**config.mk**
```make
export PLATFORM = sky130hd
export DESIGN_NAME = opc_pacer_trigger
export DESIGN_NICKNAME = d
export VERILOG_FILES = /design/src/pkg/opc_pkg.sv /design/src/hw/opc_counter.sv /design/src/hw/opc_pacer_trigger.sv
export SDC_FILE = /design/constraint.sdc
export NUM_CORES = 1
export LEC_CHECK = 0
export ABC_AREA = 1
export CAP_MARGIN = 10
export CORE_UTILIZATION = 60
export CTS_CLUSTER_DIAMETER = 150
export CTS_CLUSTER_SIZE = 12
export DETAILED_ROUTE_END_ITERATION = 7
export DONT_BUFFER_PORTS = 1
export GPL_ROUTABILITY_DRIVEN = 1
export PLACE_DENSITY = 0.76
export SKIP_LAST_GASP = 1
export SLEW_MARGIN = 20
export SYNTH_ARGS = -nofsm -noshare
export SYNTH_HDL_FRONTEND = slang
export SYNTH_SLANG_ARGS = --single-unit
```
**constraint.sdc**
```tcl
create_clock -name mclk -period 2.1 [get_ports mclk]
set_input_delay 0.42 -clock mclk [delete_from_list [all_inputs] [get_ports mclk]]
set_output_delay 0.42 -clock mclk [all_outputs]
set_load 0.005 [all_outputs]
```
**src/pkg/opc_pkg.sv**
```systemverilog
// Purpose: Shared constants for the output pacer and trigger block.
// Assumes: System clock of 25 MHz; counters paced by a 10 MHz base rate.
// Notes:   The base rate is made by a fractional accumulator on the system clock.
package opc_pkg;
  localparam int unsigned MCLK_HZ     = 25_000_000; // System clock rate in hertz.
  localparam int unsigned BASE_HZ     = 10_000_000; // Counter base clock rate in hertz.
  localparam int unsigned CNT_WIDTH   = 16;         // Width of each counter.
  localparam int unsigned SYNC_STAGES = 2;          // Flops in each input synchroniser.
  // Accumulator step and modulus reduced from the two rates (25:10 is 5:2).
  localparam logic [2:0]  TICK_INC    = 3'(BASE_HZ / 5_000_000);
  localparam logic [2:0]  TICK_MOD    = 3'(MCLK_HZ / 5_000_000);
  localparam logic [15:0] CNT_RST     = 16'h0000;   // Reset count, meaning not yet loaded.
  localparam logic [2:0]  ACC_RST     = 3'h0;       // Reset value of the base-rate accumulator.

  // Counter zero source selection.
  typedef enum logic [0:0] {
    OPC_C0_EVENTS = 1'b0, // Count rising edges on the event input.
    OPC_C0_PULSES = 1'b1  // Count base ticks and emit pulses.
  } opc_c0_mode_type;
endpackage

```
**src/hw/opc_counter.sv**
```systemverilog
// Purpose: One 16-bit reloading down counter of the pacer group.
// Assumes: countEn is high for at most one cycle per count step.
// Notes:   A reload of zero counts the full range; count zero means not yet loaded.
`timescale 1ns/1ps
module opc_counter #(
  parameter int unsigned WIDTH = 16
) (
  input  wire logic             mclk,      // System clock.
  input  wire logic             sys_rst,   // Synchronous reset, active high.
  input  wire logic [WIDTH-1:0] reloadVal, // Count period in steps.
  input  wire logic             countEn,   // One count step.
  output logic      [WIDTH-1:0] cntVal,    // Current count.
  output logic                  cntOut,    // High for one count step after terminal.
  output logic                  termHit    // Terminal count is being passed this cycle.
);
  logic [WIDTH-1:0] loadVal;
  logic [WIDTH-1:0] cnt_r;
  logic             out_r;

  if (WIDTH < 2) begin : g_chk
    $error("opc_counter needs WIDTH of at least 2");
  end

  // Zero reload stands for the full range so the counter never stalls.
  assign loadVal = (reloadVal == '0) ? '1 : reloadVal;
  assign termHit = countEn && (cnt_r == WIDTH'(1));
  assign cntVal  = cnt_r;
  assign cntOut  = out_r;

  // Count down; the output rises when the terminal is passed.
  always_ff @(posedge mclk) begin
    if (sys_rst) begin
      cnt_r <= WIDTH'(opc_pkg::CNT_RST);
      out_r <= 1'b0;
    end else if (countEn) begin
      if (cnt_r <= WIDTH'(1)) begin
        cnt_r <= loadVal;
        out_r <= (cnt_r == WIDTH'(1));
      end else begin
        cnt_r <= cnt_r - WIDTH'(1);
        out_r <= 1'b0;
      end
    end
  end
endmodule

```
**src/hw/opc_pacer_trigger.sv**
```systemverilog
// Purpose: Counter group, pacer and external trigger logic of an analog output card.
// Assumes: All inputs are synchronous to mclk except the four external pins.
// Notes:   External pins are synchronised here; updates start on one-cycle pulses.
`timescale 1ns/1ps

// Operation
// - Three 16-bit counters, numbered zero to two, paced by 10 MHz base.
// - Counters one and two chain into one 32-bit pacer timer.
// - Each counter two output rising edge starts one update and is driven out.
// - Counter zero counts input events or produces output pulses on its own.
// - External triggering is armed only while the enable input is high.
// - While armed, each external clock rising edge starts one update.
// - Gate input low means all external clock edges are ignored.
// - Updates on one channel may occur at up to 10 MHz.
module opc_pacer_trigger #(
  parameter int unsigned CNT_W = opc_pkg::CNT_WIDTH
) (
  input  wire logic             mclk,                  // System clock, 25 MHz.
  input  wire logic             sys_rst,               // Synchronous reset, active high.
  input  wire logic             pacerRun,              // Lets the pacer count.
  input  wire logic [CNT_W-1:0] pacerLowReload,        // Counter one period.
  input  wire logic [CNT_W-1:0] pacerHighReload,       // Counter two period.
  input  wire logic [CNT_W-1:0] c0Reload,              // Counter zero period.
  input  wire logic             c0Mode,                // Counter zero source select.
  input  wire logic             c0EventIn,             // Counter zero event input pin.
  input  wire logic             ext_trigger_enable_in, // External trigger arm level pin.
  input  wire logic             trigger_gate_level_in, // External trigger gate level pin.
  input  wire logic             ext_trigger_edge_in,   // External trigger clock pin.
  output logic      [CNT_W-1:0] c0Count,               // Counter zero count.
  output logic                  c0Out,                 // Counter zero output.
  output logic      [2*CNT_W-1:0] pacerCount,          // Chained pacer count.
  output logic                  pacerSyncOut,          // Pacer output for other equipment.
  output logic                  updateStart            // One-cycle start of an update.
);
  logic [2:0]       acc_r;
  logic [2:0]       accSum;
  logic             baseTick;
  logic [2:0]       syncIn;
  logic [2:0]       syncMid_r;
  logic [2:0]       syncOut_r;
  logic [2:0]       syncDly_r;
  logic             evRise;
  logic             extRise;
  logic             extArmed;
  logic             c0En;
  logic             c1En;
  logic             c2En;
  logic             c1Term;
  logic             c2Out;
  logic [CNT_W-1:0] c1Count;
  logic [CNT_W-1:0] c2Count;
  logic             pacerDly_r;
  logic             pacerRise;
  logic             extTrig_r;
  logic             start_r;

  if (CNT_W < 2) begin : g_chk
    $error("opc_pacer_trigger needs CNT_W of at least 2");
  end

  // The synchroniser below is built with exactly two flops per input.
  if (opc_pkg::SYNC_STAGES != 2) begin : g_sync_chk
    $error("opc_pacer_trigger supports two synchroniser stages only");
  end

  // Fractional accumulator makes an average 10 MHz tick from 25 MHz.
  assign accSum   = acc_r + opc_pkg::TICK_INC;
  assign baseTick = (accSum >= opc_pkg::TICK_MOD);
  always_ff @(posedge mclk) begin
    if (sys_rst) begin
      acc_r <= opc_pkg::ACC_RST;
    end else if (baseTick) begin
      acc_r <= accSum - opc_pkg::TICK_MOD;
    end else begin
      acc_r <= accSum;
    end
  end

  // Two-flop synchronisers for event, gate pair and trigger clock.
  assign syncIn = {c0EventIn, ext_trigger_enable_in & trigger_gate_level_in, ext_trigger_edge_in};
  for (genvar i = 0; i < 3; i++) begin : g_sync
    always_ff @(posedge mclk) begin
      if (sys_rst) begin
        syncMid_r[i] <= 1'b0;
        syncOut_r[i] <= 1'b0;
        syncDly_r[i] <= 1'b0;
      end else begin
        syncMid_r[i] <= syncIn[i];
        syncOut_r[i] <= syncMid_r[i];
        syncDly_r[i] <= syncOut_r[i];
      end
    end
  end

  // Edge detection looks only at settled stages, never the first flop.
  assign evRise   = syncOut_r[2] & ~syncDly_r[2];
  assign extArmed = syncOut_r[1];
  assign extRise  = syncOut_r[0] & ~syncDly_r[0];

  // Counter zero runs on base ticks or on input events.
  assign c0En = (c0Mode == opc_pkg::OPC_C0_PULSES) ? baseTick : evRise;
  // Counter two steps only when counter one passes its terminal.
  assign c1En = pacerRun & baseTick;
  assign c2En = c1Term;

  // The three counters share one parameterised module.
  opc_counter #(.WIDTH(CNT_W)) u_c0 (
    .mclk      (mclk),
    .sys_rst   (sys_rst),
    .reloadVal (c0Reload),
    .countEn   (c0En),
    .cntVal    (c0Count),
    .cntOut    (c0Out),
    .termHit   ()
  );
  opc_counter #(.WIDTH(CNT_W)) u_c1 (
    .mclk      (mclk),
    .sys_rst   (sys_rst),
    .reloadVal (pacerLowReload),
    .countEn   (c1En),
    .cntVal    (c1Count),
    .cntOut    (),
    .termHit   (c1Term)
  );
  opc_counter #(.WIDTH(CNT_W)) u_c2 (
    .mclk      (mclk),
    .sys_rst   (sys_rst),
    .reloadVal (pacerHighReload),
    .countEn   (c2En),
    .cntVal    (c2Count),
    .cntOut    (c2Out),
    .termHit   ()
  );

  assign pacerCount   = {c2Count, c1Count};
  assign pacerSyncOut = c2Out;
  assign pacerRise    = c2Out & ~pacerDly_r;

  // Pacer edge history for the rising edge detector.
  always_ff @(posedge mclk) begin
    if (sys_rst) begin
      pacerDly_r <= 1'b0;
    end else begin
      pacerDly_r <= c2Out;
    end
  end

  // External trigger pulse, gated by the armed level.
  always_ff @(posedge mclk) begin
    if (sys_rst) begin
      extTrig_r <= 1'b0;
    end else begin
      extTrig_r <= extRise & extArmed;
    end
  end

  // Update start merges both sources; each source alone is single cycle.
  always_ff @(posedge mclk) begin
    if (sys_rst) begin
      start_r <= 1'b0;
    end else begin
      start_r <= pacerRise | extTrig_r;
    end
  end
  assign updateStart = start_r;
endmodule

```
==> results.md <==
* Outcome: completed
* DRT Pass-1 Iters at 5
* Yosys warns at 0
* GRT Util Overall at 0.283
* FF-to-FF setup slack at 0.13 ns
* Hold Crit Depth at 1
* Core box area at 0.00773 mm^2
* DRC viols at 0
* Ant diodes at 0
* Setup-failing EPs final at 0
* Starting Density at 0.619
* CTS max path bufs at 2
* CTS tree: built
* Most common cell after layout, fill and taps aside: nand2_1
* Tot Pwr at 0.00829 W
* CP max FO at 17
* Mean Syn Cell Area at 5.88 um^2
* Die ar. at 0.00833 mm^2
* Share of layout cells above drive strength 1 at 0.0859
* Via count at 4,838
* Worst Reg-to-Reg Cells at 10
* GPL Wtd Cong at 0.876
* Clock root cell: clkbuf_8
* Crit end category: flip-flop
* Final hold violations at 0
* Startpoint types: flip-flop
* Fin crit share at 0.939
* Arrival time at the worst endpoint at 2.21 ns
* Largest net degree at the start of global routing at 42
* DRT iter0 DRCs at 177
* Final Max Tran Viols at 0
* Slew @ Worst Pin at 0.557 ns
* Die Height at 91.3 um
* Placed Area at 0.00486 mm^2
* CTS sink cnt at 64
* Setup TNS at 0 ns
* GRT overflow at 0
* Htree depth at 3
* WHS Endpoint: extArmed
* Vias per inst at 5.28
* Worst hold margin at 0.133 ns
* Gate Count Post-Synth at 813
* RR Endpoint: u_c2.cntVal[13]
* Clk slew on worst S/H paths at 0.09 ns
* First-pass GRT wire length at 19.4 mm
* Chip Width at 91.3 um
* Gr busiest metal: met2
* Yosys top cell by area: dfxtp_1
* Io pins at 107
* Crit Path Category: flip-flop to flip-flop
* DP HPWL at 8.72 mm
* Drt wl/cell at 12.6 um
* Worst vdd ir at 0.00104 V
* Detail Route Antenna Nets at 0
* Tightest Hold Check Type: input pin to flip-flop
* Num CTS Buffers at 9
* Mapped Nets at 879
* M1 GR Usage at 0.360
* WP buf/inv at 3
* Worst path slowest cell: dfxtp_1
* Most frequent cells in the layout: nand2_1 (239), inv_1 (126), nor2_1 (116)
* Cell variety after synth at 32
* Row count at 32
* Tmin final at 1.97 ns
* Final Cell Area at 0.00507 mm^2
* Crit path required time at 2.34 ns
* Leak at 2.75 nW
* Seq/Total Area, Yosys at 0.268
* Area share of the leading cell type in the synthesized netlist at 0.268
* Vias in the first global route at 4,409
* Clk_skew at 0.0144 ns
* Met2 Use GR at 0.485
* Grt met3 use at 0.0477
* Crit path largest cell delay at 0.41 ns
* Top cells by area, synth: dfxtp_1 (27%), nand2_1 (19%), inv_1 (9.9%)
* Critical R2R Launch: acc_r[1]
* Post-CTS Hold Buffers at 0
* Clk_lat worst skew at 0.34 ns
* I/O Buffers at 0
* Drt total wl at 11.6 mm
* Relative slew slack at 0.627
* Yosys reg bits at 64
* Pwr dens at 1640 mW/mm^2
* Post-synthesis cell area at 0.00478 mm^2
* RSZ-0062 raised after global routing: yes
* Max cap viols at 0
* Crit path max-delay family: simple AND/OR/NAND/NOR gates
* Synthesis-to-layout area growth at 6.04%
* Highest Clock Rate at 0.507 GHz
* Fin nets at 876
* Min-delay src: sys_rst
* Worst path cell trace: inv_1 -> ha_1 -> nor2_1 -> nor2_4 -> nor2_4 -> inv_2 -> nor2_8 -> inv_2 -> a21oi_1 -> a21oi_1
* Initial antenna violation count at 0
==> layer usage <==
metal	share of wire	wire [um]
met2	0.48	5550
met4	0.017	197
met1	0.44	5070
met3	0.065	757
met5	0	0
==> flip-flops by register name (all words and copies together), names as in the netlist <==
register     cells
acc_r            3
extArmed         1
extTrig_r        1
pacerDly_r       1
syncDly_r        2
syncMid_r        3
syncOut_r        2
u_c0.cntOut      1
u_c0.cntVal     16
u_c1.cntVal     16
u_c2.cntOut      1
u_c2.cntVal     16
updateStart      1
==> cell type report <==
type                            count  area (um^2)
Timing Repair Buffer                5         50.0
Clock inverter                      6         68.8
Multi-Input combinational cell    602         2930
Fill cell                         783         2660
Clock buffer                       10          138
Tap cell                          102          128
Inverter                          128          480
Sequential cell                    64         1280
==> synthesized netlist by cell type, drive strengths merged <==
cell type  number
a211oi          1
nand2         253
inv           128
or2             8
o21a            1
buf            11
dfxtp          64
o21ai          38
clkbuf          8
nand3b          4
o211ai          2
a21oi          54
ha             10
xor2            7
xnor2           7
nor2          138
nor3            3
nand4           4
nand3          72
==> per-stage QoR <==
step	util	cells	setup slack (ns)
floorplan	-	813	0.294
global placement	0.629	901	0.248
detailed placement	0.629	901	0.134
CTS	0.655	917	0.114
global route	0.656	917	-0.0204
finish	0.656	917	0.128
==> where the power goes <==
part	total, W	switching, W	internal, W
Clock	0.00111	0.000530	0.000585
Sequential	0.00189	0.000418	0.00147
Combinational	0.00529	0.00341	0.00187
==> logic make-up (layout without fill, tap and decap cells) <==
family                   count (synthesis)  count (layout)  synth area share
buffers and inverters                  147             149             0.122
XOR/XNOR                                14              14            0.0256
AND/OR/NAND/NOR                        482             482             0.453
AO/OA/AOI/OAI                           96              96             0.105
adder cells (fa/ha/maj)                 10              10            0.0262
flip-flops                              64              64             0.268
==> worst max path at each step <==
stage | cells after the start | slack (ns) | to | from
finish | 10 | 0.13 | u_c2.cntVal[13] | acc_r[1]
global route | 11 | -0.02 | u_c2.cntVal[3] | acc_r[1]
CTS | 9 | 0.11 | u_c2.cntVal[10] | acc_r[1]
detailed placement | 9 | 0.13 | u_c2.cntVal[10] | acc_r[1]
global placement | 9 | 0.25 | u_c2.cntVal[10] | acc_r[1]
floorplan | 11 | 0.29 | u_c2.cntVal[2] | acc_r[1]
==> repair_timing <==
| action | 4_1_cts | 5_1_grt |
|---|---|---|
| gates resized for setup | 0 | 1 |
| setup buffers | 0 | 0 |
| endpoints found under the setup margin | 0 | 1 |
Note: power is estimated with default switching activity, not from simulation.
